`config.mk`:
```
export PLATFORM = sky130hd
export DESIGN_NAME = adc_conversion_sequencer
export DESIGN_NICKNAME = d
export VERILOG_FILES = /design/src/pkg/adc_seq_pkg.sv /design/src/core/adc_conversion_sequencer.sv /design/src/core/conversion_clock_gen.sv
export SDC_FILE = /design/constraint.sdc
export NUM_CORES = 1
export LEC_CHECK = 0
export BUFFER_PORTS_ARGS = -buffer_cell sky130_fd_sc_hd__buf_2
export CORE_MARGIN = 3
export CORE_UTILIZATION = 33
export CTS_CLUSTER_DIAMETER = 100
export DETAILED_ROUTE_END_ITERATION = 10
export SYNTH_ARGS = -nofsm -noshare
export SYNTH_HDL_FRONTEND = slang
export SYNTH_SLANG_ARGS = --single-unit
```
`constraint.sdc`:
```
create_clock -name clk -period 2.8 [get_ports clk]
set_input_delay 0.14 -clock clk [delete_from_list [all_inputs] [get_ports clk]]
set_output_delay 0.14 -clock clk [all_outputs]
set_load 0.005 [all_outputs]
```
`src/pkg/adc_seq_pkg.sv`:
```
// Shared constants, state types and layouts for the conversion sequencer.
`default_nettype none
package adc_seq_pkg;
  // ----------------------------------------------------------------
  // Register map
  // ----------------------------------------------------------------
  localparam logic [3:0] OFS_CMD = 4'h0;
  localparam logic [3:0] OFS_CFG = 4'h4;
  localparam logic [3:0] OFS_STAT = 4'h8;
  localparam logic [1:0] RESP_OKAY = 2'h0;
  localparam logic [1:0] RESP_SLVERR = 2'h2;

  // Config word fields and reset value.
  localparam logic [11:0] CFG_RESET = 12'hfff;
  localparam int B_AUTO_CH = 11;
  localparam int B_CLK_SRC = 10;
  localparam int B_TRIG = 9;
  localparam int B_POL = 7;
  localparam int B_FUNC = 6;
  localparam int B_AUTONAP = 4;
  localparam int B_NAP = 3;
  localparam int B_DEEP = 2;

  // Command nibbles.
  localparam logic [3:0] CMD_WAKE = 4'hb;
  localparam logic [3:0] CMD_RD_DATA = 4'hd;
  localparam logic [3:0] CMD_WR_CFG = 4'he;
  localparam logic [3:0] CMD_DEFAULT = 4'hf;

  // ----------------------------------------------------------------
  // Timing
  // ----------------------------------------------------------------
  localparam int CLK_PERIOD_NS = 10;
  localparam int OSC_PERIOD_NS = 80;
  localparam int DEEP_WAKE_NS = 1000;
  localparam logic [7:0] OSC_LAST =
    8'(OSC_PERIOD_NS / CLK_PERIOD_NS - 1);
  localparam logic [7:0] DEEP_WAKE_LAST =
    8'((DEEP_WAKE_NS + CLK_PERIOD_NS - 1) / CLK_PERIOD_NS - 1);
  localparam logic [7:0] CONV_CCLKS = 8'h12;
  localparam logic [7:0] ACQ_CCLKS = 8'h03;
  localparam logic [7:0] NAP_WAKE_CCLKS = 8'h03;

  // ----------------------------------------------------------------
  // Types
  // ----------------------------------------------------------------
  typedef enum logic [2:0] {
    ST_SAMPLE = 3'h0,
    ST_CONV = 3'h1,
    ST_ACQ = 3'h3,
    ST_PDOWN = 3'h2,
    ST_WAKE = 3'h6
  } seq_e;

  // Controls toward the analog core.
  typedef struct packed {
    logic hold;
    logic chan;
    logic bias_on;
    logic osc_on;
  } ana_s;

  // Status register layout, low bits of the read word.
  typedef struct packed {
    logic [2:0] st;
    logic chan;
    logic hold;
    logic int_act;
    logic anap;
    logic deep;
    logic status_pin;
  } stat_s;

  typedef struct packed {
    logic s1;
    logic s2;
    logic s3;
    logic div;
    logic [7:0] osc;
    logic tick;
  } conversion_clock_s;

  typedef struct packed {
    seq_e st;
    logic [7:0] cnt;
    logic [11:0] cfg;
    logic int_act;
    logic anap;
    logic deep;
    logic eoc;
    logic status_pin;
    logic start_s1;
    logic start_s2;
    logic start_s3;
    ana_s ana;
    logic awready;
    logic wready;
    logic arready;
    logic aw_got;
    logic w_got;
    logic wok;
    logic bvalid;
    logic rvalid;
    logic [3:0] awaddr;
    logic [15:0] wdata;
    logic [1:0] bresp;
    logic [1:0] rresp;
    logic [31:0] rdata;
  } seq_s;

  localparam conversion_clock_s CONVERSION_CLOCK_RST = '0;
  localparam ana_s ANA_RST = '{hold: 1'b0, chan: 1'b0, bias_on: 1'b1,
                               osc_on: 1'b1};
endpackage
`default_nettype wire

```
`src/core/adc_conversion_sequencer.sv`:
```
// Conversion sequencer: registers, strobe, power-down and status pin.
// Operation
// - Synced serial clock start: 36 serial clocks.
// - Unsynced start may take one clock more.
// - Auto channel select is the default.
// - Auto sequencing starts on channel 0.
// - Clearing auto enable stops sequencing next cycle.
// - Strobe falling edge ends sampling, starts hold.
// - Start strobe ignores frame select.
// - Conversion takes 18 conversion clocks.
// - Auto trigger waits 3 clocks acquiring.
// - Manual EOC active during whole conversion.
// - Auto trigger EOC active 3 clocks.
// - Bit 6 picks EOC or interrupt.
// - Bit 7 sets status pin polarity.
// - Power-down keeps config, aborts conversion.
// - Bit 2 low: deep sleep, oscillator off.
// - Bit 3 low: nap at once, 3-clock wake.
// - Bit 4 low enables auto nap after conversions.
// - Strobe or listed commands leave auto nap.
// - Wake command sets bits 2,3, wakes.
// - Serial clock halved for conversion clock.
// - Commands and config writes apply on write.
// - Commands 0 and 1 pick channel.
//
// The AXI4-Lite interface to the registers and the placing of the registers are this design's own decisions.
`default_nettype none
module adc_conversion_sequencer (
  // Clock and reset.
  input wire logic clk,
  input wire logic srst,
  // AXI4-Lite write address and data.
  input wire logic [3:0] awaddr,
  input wire logic awvalid,
  output logic awready,
  input wire logic [31:0] wdata,
  input wire logic [3:0] wstrb,
  input wire logic wvalid,
  output logic wready,
  // AXI4-Lite write response.
  output logic [1:0] bresp,
  output logic bvalid,
  input wire logic bready,
  // AXI4-Lite read.
  input wire logic [3:0] araddr,
  input wire logic arvalid,
  output logic arready,
  output logic [31:0] rdata,
  output logic [1:0] rresp,
  output logic rvalid,
  input wire logic rready,
  // Converter pins.
  input wire logic sclk,
  input wire logic conversion_start_n,
  output logic status_pin,
  // Analog core controls.
  output adc_seq_pkg::ana_s ana
);
  adc_seq_pkg::seq_s q;
  adc_seq_pkg::seq_s nxt;
  logic conversion_clock_tick;

  // Decodes a mapped register offset; used on both bus directions.
  function automatic logic reg_hit(input logic [3:0] a);
    reg_hit = (a == adc_seq_pkg::OFS_CMD) || (a == adc_seq_pkg::OFS_CFG)
      || (a == adc_seq_pkg::OFS_STAT);
  endfunction

  // ----------------------------------------------------------------
  // Conversion clock source
  // ----------------------------------------------------------------
  // Oscillator runs only when selected and not in deep sleep.
  conversion_clock_gen u_conversion_clock (
    .clk(clk),
    .srst(srst),
    .sclk(sclk),
    .ext_sel(!q.cfg[adc_seq_pkg::B_CLK_SRC]),
    .osc_en(q.cfg[adc_seq_pkg::B_CLK_SRC] && q.ana.osc_on),
    .conversion_clock_tick(conversion_clock_tick)
  );

  // ----------------------------------------------------------------
  // Next-state logic
  // ----------------------------------------------------------------
  // Bus slave, command decode, sequencer and status pin.
  always_comb begin
    logic fall;
    logic wr_go;
    logic anap_wake;
    logic pd;
    logic eoc_act;
    logic act;
    logic [3:0] nib;
    adc_seq_pkg::stat_s stat;
    nxt = q;
    fall = 1'b0;
    wr_go = 1'b0;
    anap_wake = 1'b0;
    pd = 1'b0;
    eoc_act = 1'b0;
    act = 1'b0;
    nib = q.wdata[15:12];
    stat = '0;
    nxt.eoc = 1'b0;
    nxt.start_s1 = conversion_start_n;
    nxt.start_s2 = q.start_s1;
    nxt.start_s3 = q.start_s2;
    fall = q.start_s3 && !q.start_s2;

    // Write address and data are taken in either order.
    if (awvalid && q.awready) begin
      nxt.aw_got = 1'b1;
      nxt.awaddr = awaddr;
    end
    if (wvalid && q.wready) begin
      nxt.w_got = 1'b1;
      nxt.wdata = wdata[15:0];
      nxt.wok = &wstrb[1:0];
    end
    if (bready && q.bvalid) begin
      nxt.bvalid = 1'b0;
    end
    wr_go = q.aw_got && q.w_got && !q.bvalid;

    if (wr_go) begin
      nxt.aw_got = 1'b0;
      nxt.w_got = 1'b0;
      nxt.bvalid = 1'b1;
      nxt.bresp = reg_hit(q.awaddr) ? adc_seq_pkg::RESP_OKAY :
        adc_seq_pkg::RESP_SLVERR;
      if (q.wok && q.awaddr == adc_seq_pkg::OFS_CFG) begin
        nxt.cfg = q.wdata[11:0];
      end
      if (q.wok && q.awaddr == adc_seq_pkg::OFS_CMD) begin
        if (!nib[3]) begin
          anap_wake = 1'b1;
          if (!q.cfg[adc_seq_pkg::B_AUTO_CH] && nib[2:1] == 2'h0) begin
            nxt.ana.chan = nib[0];
          end
        end
        case (nib)
          adc_seq_pkg::CMD_WAKE: begin
            nxt.cfg[adc_seq_pkg::B_DEEP] = 1'b1;
            nxt.cfg[adc_seq_pkg::B_NAP] = 1'b1;
            anap_wake = 1'b1;
          end
          adc_seq_pkg::CMD_RD_DATA: nxt.int_act = 1'b0;
          adc_seq_pkg::CMD_WR_CFG: nxt.cfg = q.wdata[11:0];
          adc_seq_pkg::CMD_DEFAULT: begin
            nxt.cfg = adc_seq_pkg::CFG_RESET;
            anap_wake = 1'b1;
          end
          default: begin
            nxt.cfg = nxt.cfg;
          end
        endcase
      end
    end

    // Read channel answers one cycle after the address is taken.
    if (rready && q.rvalid) begin
      nxt.rvalid = 1'b0;
    end
    if (arvalid && q.arready) begin
      stat.st = q.st;
      stat.chan = q.ana.chan;
      stat.hold = q.ana.hold;
      stat.int_act = q.int_act;
      stat.anap = q.anap;
      stat.deep = q.deep;
      stat.status_pin = q.status_pin;
      nxt.rvalid = 1'b1;
      nxt.rresp = reg_hit(araddr) ? adc_seq_pkg::RESP_OKAY :
        adc_seq_pkg::RESP_SLVERR;
      if (araddr == adc_seq_pkg::OFS_CFG) begin
        nxt.rdata = {20'h00000, q.cfg};
      end else if (araddr == adc_seq_pkg::OFS_STAT) begin
        nxt.rdata = {23'h000000, stat};
      end else begin
        nxt.rdata = 32'h00000000;
      end
    end

    if (nxt.cfg[adc_seq_pkg::B_AUTO_CH] && !q.cfg[adc_seq_pkg::B_AUTO_CH])
    begin
      nxt.ana.chan = 1'b0;
    end
    if (nxt.cfg[adc_seq_pkg::B_AUTONAP]) begin
      anap_wake = 1'b1;
    end
    if (fall) begin
      anap_wake = 1'b1;
    end
    pd = !nxt.cfg[adc_seq_pkg::B_DEEP] || !nxt.cfg[adc_seq_pkg::B_NAP];

    case (q.st)
      adc_seq_pkg::ST_SAMPLE: begin
        if (!q.cfg[adc_seq_pkg::B_TRIG]) begin
          nxt.st = adc_seq_pkg::ST_ACQ;
          nxt.cnt = 8'h00;
        end else if (fall) begin
          nxt.st = adc_seq_pkg::ST_CONV;
          nxt.cnt = 8'h00;
          nxt.ana.hold = 1'b1;
        end
      end
      adc_seq_pkg::ST_CONV: begin
        if (conversion_clock_tick && q.cnt == adc_seq_pkg::CONV_CCLKS - 8'h01) begin
          nxt.ana.hold = 1'b0;
          nxt.eoc = 1'b1;
          nxt.int_act = 1'b1;
          if (q.cfg[adc_seq_pkg::B_AUTO_CH]) begin
            nxt.ana.chan = ~q.ana.chan;
          end
          if (!q.cfg[adc_seq_pkg::B_AUTONAP]) begin
            nxt.st = adc_seq_pkg::ST_PDOWN;
            nxt.anap = 1'b1;
            nxt.deep = 1'b0;
          end else if (!q.cfg[adc_seq_pkg::B_TRIG]) begin
            nxt.st = adc_seq_pkg::ST_ACQ;
            nxt.cnt = 8'h00;
          end else begin
            nxt.st = adc_seq_pkg::ST_SAMPLE;
          end
        end else if (conversion_clock_tick) begin
          nxt.cnt = q.cnt + 8'h01;
        end
      end
      adc_seq_pkg::ST_ACQ: begin
        if (q.cfg[adc_seq_pkg::B_TRIG]) begin
          nxt.st = adc_seq_pkg::ST_SAMPLE;
        end else if (conversion_clock_tick && q.cnt == adc_seq_pkg::ACQ_CCLKS - 8'h01)
        begin
          nxt.st = adc_seq_pkg::ST_CONV;
          nxt.cnt = 8'h00;
          nxt.ana.hold = 1'b1;
        end else if (conversion_clock_tick) begin
          nxt.cnt = q.cnt + 8'h01;
        end
      end
      adc_seq_pkg::ST_PDOWN: begin
        if (!pd && (!q.anap || anap_wake)) begin
          nxt.st = adc_seq_pkg::ST_WAKE;
          nxt.cnt = 8'h00;
          nxt.anap = 1'b0;
        end
      end
      adc_seq_pkg::ST_WAKE: begin
        if (q.deep) begin
          if (q.cnt == adc_seq_pkg::DEEP_WAKE_LAST) begin
            nxt.st = adc_seq_pkg::ST_SAMPLE;
            nxt.deep = 1'b0;
          end else begin
            nxt.cnt = q.cnt + 8'h01;
          end
        end else if (conversion_clock_tick) begin
          if (q.cnt == adc_seq_pkg::NAP_WAKE_CCLKS - 8'h01) begin
            nxt.st = adc_seq_pkg::ST_SAMPLE;
          end else begin
            nxt.cnt = q.cnt + 8'h01;
          end
        end
      end
      default: begin
        nxt.st = adc_seq_pkg::ST_SAMPLE;
      end
    endcase

    if (pd && q.st != adc_seq_pkg::ST_PDOWN) begin
      nxt.st = adc_seq_pkg::ST_PDOWN;
      nxt.ana.hold = 1'b0;
      nxt.anap = 1'b0;
    end
    if (pd) begin
      nxt.deep = !nxt.cfg[adc_seq_pkg::B_DEEP] || (nxt.deep && !nxt.anap);
    end

    // Bus readiness follows the pending transfers.
    nxt.awready = !nxt.aw_got && !nxt.bvalid;
    nxt.wready = !nxt.w_got && !nxt.bvalid;
    nxt.arready = !nxt.rvalid;
    nxt.ana.bias_on = nxt.st != adc_seq_pkg::ST_PDOWN;
    nxt.ana.osc_on = !(nxt.st == adc_seq_pkg::ST_PDOWN && nxt.deep);

    eoc_act = nxt.cfg[adc_seq_pkg::B_TRIG] ?
      (nxt.st == adc_seq_pkg::ST_CONV) : (nxt.st == adc_seq_pkg::ST_ACQ);
    act = nxt.cfg[adc_seq_pkg::B_FUNC] ? eoc_act : nxt.int_act;
    nxt.status_pin = nxt.cfg[adc_seq_pkg::B_POL] ? !act : act;
  end

  // ----------------------------------------------------------------
  // State register
  // ----------------------------------------------------------------
  // auto channel default.
  always_ff @(posedge clk) begin
    if (srst) begin
      q <= '0;
      q.st <= adc_seq_pkg::ST_SAMPLE;
      q.cfg <= adc_seq_pkg::CFG_RESET;
      q.status_pin <= 1'b1;
      q.start_s1 <= 1'b1;
      q.start_s2 <= 1'b1;
      q.start_s3 <= 1'b1;
      q.ana <= adc_seq_pkg::ANA_RST;
    end else begin
      q <= nxt;
    end
  end

  // Outputs straight from the state register.
  assign awready = q.awready;
  assign wready = q.wready;
  assign bvalid = q.bvalid;
  assign bresp = q.bresp;
  assign arready = q.arready;
  assign rvalid = q.rvalid;
  assign rresp = q.rresp;
  assign rdata = q.rdata;
  assign status_pin = q.status_pin;
  assign ana = q.ana;

  // ----------------------------------------------------------------
  // Checks
  // ----------------------------------------------------------------
  // Tick counts during hold and acquisition, for the checks only.
  logic [7:0] hc_conv;
  logic [7:0] hc_acq;
  always_ff @(posedge clk) begin
    if (srst || !q.ana.hold) begin
      hc_conv <= 8'h00;
    end else if (conversion_clock_tick) begin
      hc_conv <= hc_conv + 8'h01;
    end
    if (srst || q.st != adc_seq_pkg::ST_ACQ) begin
      hc_acq <= 8'h00;
    end else if (conversion_clock_tick) begin
      hc_acq <= hc_acq + 8'h01;
    end
  end
endmodule
`default_nettype wire

```
`src/core/conversion_clock_gen.sv`:
```
// Conversion clock tick source: internal oscillator or serial clock / 2.
`default_nettype none
module conversion_clock_gen (
  // Clock and reset.
  input wire logic clk,
  input wire logic srst,
  // Serial clock pin and source control.
  input wire logic sclk,
  input wire logic ext_sel,
  input wire logic osc_en,
  // One-cycle tick per conversion clock.
  output logic conversion_clock_tick
);
  adc_seq_pkg::conversion_clock_s q;
  adc_seq_pkg::conversion_clock_s nxt;

  // ----------------------------------------------------------------
  // Tick generation
  // ----------------------------------------------------------------
  // The pin passes three flops; the edge test reads only the later two.
  always_comb begin
    nxt = q;
    nxt.s1 = sclk;
    nxt.s2 = q.s1;
    nxt.s3 = q.s2;
    nxt.tick = 1'b0;
    if (ext_sel) begin
      nxt.osc = 8'h00;
      if (q.s2 && !q.s3) begin
        nxt.div = ~q.div;
        nxt.tick = q.div;
      end
    end else if (osc_en) begin
      if (q.osc == adc_seq_pkg::OSC_LAST) begin
        nxt.osc = 8'h00;
        nxt.tick = 1'b1;
      end else begin
        nxt.osc = q.osc + 8'h01;
      end
    end else begin
      nxt.osc = 8'h00;
    end
  end

  // State register.
  always_ff @(posedge clk) begin
    if (srst) begin
      q <= adc_seq_pkg::CONVERSION_CLOCK_RST;
    end else begin
      q <= nxt;
    end
  end

  assign conversion_clock_tick = q.tick;
endmodule
`default_nettype wire

```
After elaboration in Yosys (flattened, before gate mapping). Cells that the tools add are included.

Add/subtract/negate cells: 2. Eq/ne operators: 33. Mux-type cells: 77. Bitwise gates (word level): 4. Reduce and logical (&&, ||, !) cells: 57.

Operators by type and width (count): 2-to-1 mux 8 bit (8); 2-to-1 mux 11 bit (5); one-hot mux 8 bit (5 select lines) (1); 2-to-1 mux 1 bit (36); 2-to-1 mux 13 bit (2); == test 4 bit, second input constant (6); 2-to-1 mux 12 bit (2); logical AND 1 bit (22); 2-to-1 mux 3 bit (7); adder 8 x 1 -> 8 bit, second input constant (2); one-hot mux 8 bit (2 select lines) (1); logical NOT 1 bit (15); != test 3 bit, second input constant (5); one-hot mux 3 bit (5 select lines) (1); 2-to-1 mux 2 bit (7); == test 3 x 2 -> 1 bit, second input constant (4); != test 2 bit, second input constant (6); 2-to-1 mux 9 bit (1); != test 3 x 2 -> 1 bit, second input constant (3); AND reduction 9 bit (1); == test 4 x 3 -> 1 bit, second input constant (2); == test 8 x 2 -> 1 bit, second input constant (1); == test 8 x 3 -> 1 bit, second input constant (1); == test 8 x 5 -> 1 bit, second input constant (1); 18 further kinds (33).

Register bits after elaboration: 111. Input bits: 53. Logic and storage cells: 207.

Longest topological paths before layout.
Depth after elaboration: 19. Depth in mapped cells: 9. Mapped depth without buffers: 9.

By module. A second synthesis with hierarchy kept.

Cells, all modules: 516. Area total of the unflattened synthesis: 4267.8 um^2.

By module, submodules not included: adc_conversion_sequencer (times used 1, cells each 465, area an instance 3772.4 um^2, seq. area each 1521.5 um^2); conversion_clock_gen (times used 1, cells each 51, area an instance 495.5 um^2, seq. area each 260.2 um^2).

Worst setup path before layout. No wires, ideal clock.

Kind: register to register. From: reg q[52] in the netlist's numbering. To: reg status_pin (netlist name). Setup time: 0.123 ns. Arrival: 2.352 ns. Setup slack: 0.325 ns. Cell stages (with the launch flop): 10. Clock period less this slack: 2.475 ns. Cell sequence: dfxtp_1 > or4b_1 > buf_2 > nor2_2 > o221ai_2 > and2_1 > buf_6 > or3b_1 > a41oi_2 > mux2_1.

Longest elaborated chain between the ends: 18. Elaborated cells on any way between the ends: 31. Those cells by class: 3 x eq/ne; 17 x mux; 11 x reduce/logical.

Ends and longest elaborated chain: start: declaration (line adc_conversion_sequencer.sv:59) `adc_seq_pkg::seq_s q;`; start signal: assignment (line adc_conversion_sequencer.sv:306) `q <= nxt;`; == test 4 x 3 -> 1 bit (line adc_conversion_sequencer.sv:131) `if (q.wok && q.awaddr == adc_seq_pkg::OFS_CFG) begin`; logical AND 1 bit (line adc_conversion_sequencer.sv:131); 2-to-1 mux 12 bit (line adc_conversion_sequencer.sv:131); one-hot mux 8 bit (2 select lines) or one-hot mux 2 bit (2 select lines) (tied branches) (line adc_conversion_sequencer.sv:141) `case (nib)`; 2-to-1 mux 13 bit (line adc_conversion_sequencer.sv:134) `if (q.wok && q.awaddr == adc_seq_pkg::OFS_CMD) begin`; 2-to-1 mux 13 bit (line adc_conversion_sequencer.sv:125) `if (wr_go) begin`; 2-to-1 mux 1 bit or logical NOT 1 bit (tied branches) (line adc_conversion_sequencer.sv:188, adc_conversion_sequencer.sv:194); 2-to-1 mux 1 bit or logical OR 1 bit (tied branches) (line adc_conversion_sequencer.sv:191, adc_conversion_sequencer.sv:194); [... 2 more ...]; 2-to-1 mux 11 bit (line adc_conversion_sequencer.sv:242) `if (!pd && (!q.anap || anap_wake)) begin`; one-hot mux 3 bit (5 select lines) (line adc_conversion_sequencer.sv:196) `case (q.st)`; 2-to-1 mux 3 bit (line adc_conversion_sequencer.sv:269) `if (pd && q.st != adc_seq_pkg::ST_PDOWN) begin`; == test 3 x 2 -> 1 bit or == test 3 x 1 -> 1 bit (tied branches) (line adc_conversion_sequencer.sv:286) `(nxt.st == adc_seq_pkg::ST_CONV) : (nxt.st == adc_seq_pkg::ST_ACQ);`; 2-to-1 mux 1 bit (line adc_conversion_sequencer.sv:285) `eoc_act = nxt.cfg[adc_seq_pkg::B_TRIG] ?`; 2-to-1 mux 1 bit (line adc_conversion_sequencer.sv:287) `act = nxt.cfg[adc_seq_pkg::B_FUNC] ? eoc_act : nxt.int_act;`; logical NOT 1 bit (line adc_conversion_sequencer.sv:288) `nxt.status_pin = nxt.cfg[adc_seq_pkg::B_POL] ? !act : act;`; 2-to-1 mux 1 bit * (line adc_conversion_sequencer.sv:288).

Mark *: on every way between the ends. The rest lies on a longest branch, timed or not. The select of a mux whose other input is x is not followed. A chain may end at the register's enable or synchronous reset.

Final worst setup path.
From: reg q[52] in the netlist's numbering. To: reg status_pin (netlist name).

Longest elaborated chain between the ends: 18. Elaborated cells on any way between the ends: 31. Those cells by class: 3 x eq/ne; 17 x mux; 11 x reduce/logical.

Ends and longest elaborated chain (line): == test 4 x 3 -> 1 bit (adc_conversion_sequencer.sv:131); logical AND 1 bit (adc_conversion_sequencer.sv:131); 2-to-1 mux 12 bit (adc_conversion_sequencer.sv:131); one-hot mux 8 bit (2 select lines) or one-hot mux 2 bit (2 select lines) (tied branches) (adc_conversion_sequencer.sv:141); 2-to-1 mux 13 bit (adc_conversion_sequencer.sv:134); 2-to-1 mux 13 bit (adc_conversion_sequencer.sv:125); 2-to-1 mux 1 bit or logical NOT 1 bit (tied branches) (adc_conversion_sequencer.sv:188, adc_conversion_sequencer.sv:194); 2-to-1 mux 1 bit or logical OR 1 bit (tied branches) (adc_conversion_sequencer.sv:191, adc_conversion_sequencer.sv:194); [... 2 more ...]; 2-to-1 mux 11 bit (adc_conversion_sequencer.sv:242); one-hot mux 3 bit (5 select lines) (adc_conversion_sequencer.sv:196); 2-to-1 mux 3 bit (adc_conversion_sequencer.sv:269); == test 3 x 2 -> 1 bit or == test 3 x 1 -> 1 bit (tied branches) (adc_conversion_sequencer.sv:286); 2-to-1 mux 1 bit (adc_conversion_sequencer.sv:285); 2-to-1 mux 1 bit (adc_conversion_sequencer.sv:287); logical NOT 1 bit (adc_conversion_sequencer.sv:288); 2-to-1 mux 1 bit * (adc_conversion_sequencer.sv:288).

Marks and branches as above.

==> metrics.md <==
| Metric | Value |
|---|---|
| Full die area | `14300 sq um` |
| Core area | `12300 sq um` |
| First-pass GRT wire length | `16600 microns` |
| Worst-path cell chain | `or4b_1 > a211o_1 > o22ai_1 > or3b_1 > a41oi_2 > mux2_1` |
| Post-route antenna net violation count | `0` |
| Number of flip-flops and latches in the synthesized netlist | `89` |
| Post-CTS Repair Setup Buffers | `0` |
| Critical path fanouts, max | `10` |
| Highest cell delay on the worst timing path | `0.60 ns` |
| Average cell area after synthesis | `8.20 sq um` |
| Number of global-route vias before repair | `3386` |
| Initial cell density of the core | `34.6%` |
| Total global routing track utilization | `14.1%` |
| Drt via density | `4.97` |
| Share of async-settable or async-resettable flops after synthesis | `0%` |
| Port Buffer Count | `58` |
| Number of antenna violations at the first check in global routing | `0` |
| Critical path buffer and inverter count | `0` |
| IR drop worst, VDD | `0.288 mV` |
| Number of buffers created by CTS | `9` |
| First drt pass iteration count | `5` |
| Slew at the pin with the worst max-slew slack | `0.874 ns` |
| Average wire per standard cell | `13.6 microns` |
| Post-layout instance count excluding filler cells | `726` |
| Post-detailed-route DRC marker count | `0` |
| Max H-tree Level | `3` |
| Min Clock Period, post-route | `2.63 ns` |
| Placed instance count | `709` |
| Maximum count of clock buffers along a single path | `2` |
| Max-capacitance violation count | `0` |
| Largest net degree at the start of global routing | `37` |
| Height of the die | `120 microns` |
| Status | `finished, final reports clean` |
| Iteration-0 DRC Markers | `215` |
| Count of antenna diodes in the layout | `0` |
| Required time of the critical path | `3.03 ns` |
| Highest clock rate | `380 MHz` |
| Post-route cell area | `4810 sq um` |
| Worst skew pair latency | `0.34 ns` |
| Post-placement cell area | `4490 sq um` |
| TritonCTS clock tree | `done` |
| Max stage delay cell, worst path | `sky130_fd_sc_hd__or4b_1` |
| Die width | `120 microns` |
| Proportion of layout cells with a drive suffix above 1 | `17.4%` |
| Critical setup path kind | `register to register` |
| Number of top-level pins | `99` |
| Gate count of the mapped netlist | `519` |
| Type of element launching the critical path | `register` |
| Worst Hold Class | `input port to register` |
| Library cell used as clock root buffer | `sky130_fd_sc_hd__clkbuf_16` |
| Final Hold Violating Endpoints | `0` |
| Gr ovfl total | `0` |
| Number of flops mapped to enable cells by yosys | `0` |
| Part of the Yosys area used for sequential elements | `41.9%` |
| PwrDens | `573 nW/um^2` |
| Total negative setup slack | `0 ns` |
| Final WL | `9860 microns` |
| Worst slew slack as a fraction of its limit | `41.6%` |
| Number of nets in the final layout | `611` |
| Dominant delay contributor by cell family on the critical path | `simple AND/OR/NAND/NOR gates` |
| Synthesis-to-finish area growth | `12.9%` |
| Worst-path clk slew | `0.07 ns` |
| Number of pins exceeding their max-slew limit in the final report | `0` |
| CP Capture Type | `register` |
| Final HPWL from detailed placement | `7370 microns` |
| Setup repair after global routing missed its margin | `no` |
| Weighted congestion at the end of routability-driven global placement | `0.900` |
| Number of distinct standard cells referenced by the synthesized netlist | `66` |
| Top FF cell, synth | `sky130_fd_sc_hd__dfxtp_1` |
| Row count | `40` |
| Synthesized cell area | `4260 sq um` |
| Worst Skew | `0.0115 ns` |
| Final Cycle Share | `94.0%` |
| Ys Warns | `0` |
| Clock sinks | `89` |
| Crit path arrival time | `2.86 ns` |
| Number of setup violations in the final report | `0` |
| Leakage component of the power | `0.00189 uW` |
| Via count | `3605` |
sequential cells by signal, summed over array words and instances, names as in the netlist, 2 cells and up:
| register | flops |
|---|---|
| q | 50 |
| rdata | 12 |
| u_conversion_clock.q | 10 |
| ana | 4 |
| nxt | 2 |
| u_conversion_clock.nxt | 2 |
timing repair:
action	4_1_cts	5_1_grt
endpoints found under the hold margin	1	0
setup endpoints to repair	0	2
resized for setup	0	2
hold buffers	1	0
through the flow:
stage / power [uW] / util [%] / hold WS [ns] / setup slack, ns
finish: 2750 / 39.0 / 0.0210 / 0.168
global route: 2860 / 39.0 / 0.0289 / 0.0596
CTS: 2780 / 39.0 / 0.0170 / 0.135
detailed placement: 1580 / 36.5 / 0.330 / 0.152
global placement: 1570 / 36.5 / 0.326 / 0.174
floorplan: 1530 / - / 0.244 / 0.325
layer usage:
| metal | wire, microns | GRT usage (%) | vias to the layer above |
|---|---|---|---|
| li1 | - | - | 1823 |
| met1 | 4930 | 19.9 | 1673 |
| met2 | 4250 | 21.3 | 98 |
| met3 | 522 | 2.73 | 11 |
| met4 | 154 | 5.37 | 0 |
| met5 | 0 | 0 | - |
power by group:
group	internal, uW	leakage, uW	total, uW	switching (uW)
combinational	82.7	0.00103	203	120
sequential	1310	0.000725	1350	35.7
clock	700	0.000142	1200	503
total	2090	0.00189	2750	659
synth_stat cells (3+ instances only):
master / number / area (sq um)
sky130_fd_sc_hd__clkbuf_1: 16 / 60.1
sky130_fd_sc_hd__a31oi_1: 8 / 50.1
sky130_fd_sc_hd__and2_1: 8 / 50.1
sky130_fd_sc_hd__nor3_1: 24 / 120
sky130_fd_sc_hd__buf_4: 40 / 300
sky130_fd_sc_hd__a21o_1: 3 / 22.5
sky130_fd_sc_hd__buf_1: 6 / 22.5
sky130_fd_sc_hd__o22ai_1: 9 / 56.3
sky130_fd_sc_hd__a221oi_1: 10 / 87.6
sky130_fd_sc_hd__o21ai_0: 9 / 45.0
sky130_fd_sc_hd__nor4_1: 3 / 18.8
sky130_fd_sc_hd__dfxtp_1: 89 / 1780
sky130_fd_sc_hd__nor2_1: 42 / 158
sky130_fd_sc_hd__or2_2: 6 / 37.5
sky130_fd_sc_hd__a211oi_1: 5 / 37.5
sky130_fd_sc_hd__nor2b_1: 10 / 62.6
sky130_fd_sc_hd__xnor2_1: 4 / 35.0
sky130_fd_sc_hd__ha_1: 5 / 62.6
sky130_fd_sc_hd__a21oi_1: 36 / 180
sky130_fd_sc_hd__nand3_1: 23 / 115
sky130_fd_sc_hd__nor4b_1: 3 / 26.3
sky130_fd_sc_hd__a2111oi_0: 3 / 26.3
sky130_fd_sc_hd__nor3b_1: 4 / 30.0
sky130_fd_sc_hd__inv_1: 16 / 60.1
sky130_fd_sc_hd__nand2_1: 76 / 285
sky130_fd_sc_hd__o32ai_1: 3 / 26.3
sky130_fd_sc_hd__and3_1: 4 / 25.0
sky130_fd_sc_hd__xor2_1: 4 / 35.0
sky130_fd_sc_hd__nand2b_1: 6 / 37.5
final timing paths:
| kind | slack, ns | cells past startpoint | startpoint | endpoint |
|---|---|---|---|---|
| hold / removal | 0.02 | 2 | sclk | u_conversion_clock.nxt[11] |
| hold reg to reg | 0.42 | 1 | nxt[69] | nxt[68] |
| setup reg to reg | 0.17 | 6 | q[52] | status_pin |
| setup / recovery | 0.17 | 6 | q[52] | status_pin |
cells in the final DEF (no fill, tap or decap), types with 10 or more instances in the layout:
cell type / Yosys / routed
sky130_fd_sc_hd__nand2_1: 76 / 76
sky130_fd_sc_hd__a21oi_1: 36 / 36
sky130_fd_sc_hd__dfxtp_1: 89 / 89
sky130_fd_sc_hd__inv_1: 16 / 16
sky130_fd_sc_hd__buf_2: 1 / 58
sky130_fd_sc_hd__nor3_1: 24 / 24
sky130_fd_sc_hd__nand3_1: 23 / 23
sky130_fd_sc_hd__nor2_1: 42 / 42
sky130_fd_sc_hd__conb_1: 1 / 22
sky130_fd_sc_hd__nor2b_1: 10 / 10
sky130_fd_sc_hd__a221oi_1: 10 / 10
cells by family (layout without fill, tap and decap cells):
kind of cell / Yosys count / count (layout) / synth area share (%)
AOI/OAI and AO/OA: 108 / 108 / 17.5
xor gates and xnor gates: 8 / 8 / 1.65
adders and majority gates: 5 / 5 / 1.47
buffers and inverters: 81 / 99 / 10.9
DFF: 89 / 89 / 41.9
muxes: 4 / 4 / 1.00
other: 1 / 22 / 0.0881
and+or+nand+nor: 223 / 223 / 25.6
cell type report:
type / count / area, sq um
Fill cell: 1315 / 7510
Multi-Input combinational cell: 370 / 2100
Sequential cell: 89 / 1780
Timing Repair Buffer: 66 / 353
Clock buffer: 11 / 233
Tap cell: 168 / 210
Inverter: 17 / 63.8
Clock inverter: 5 / 62.6
Note: power is estimated with default switching activity, not from simulation.
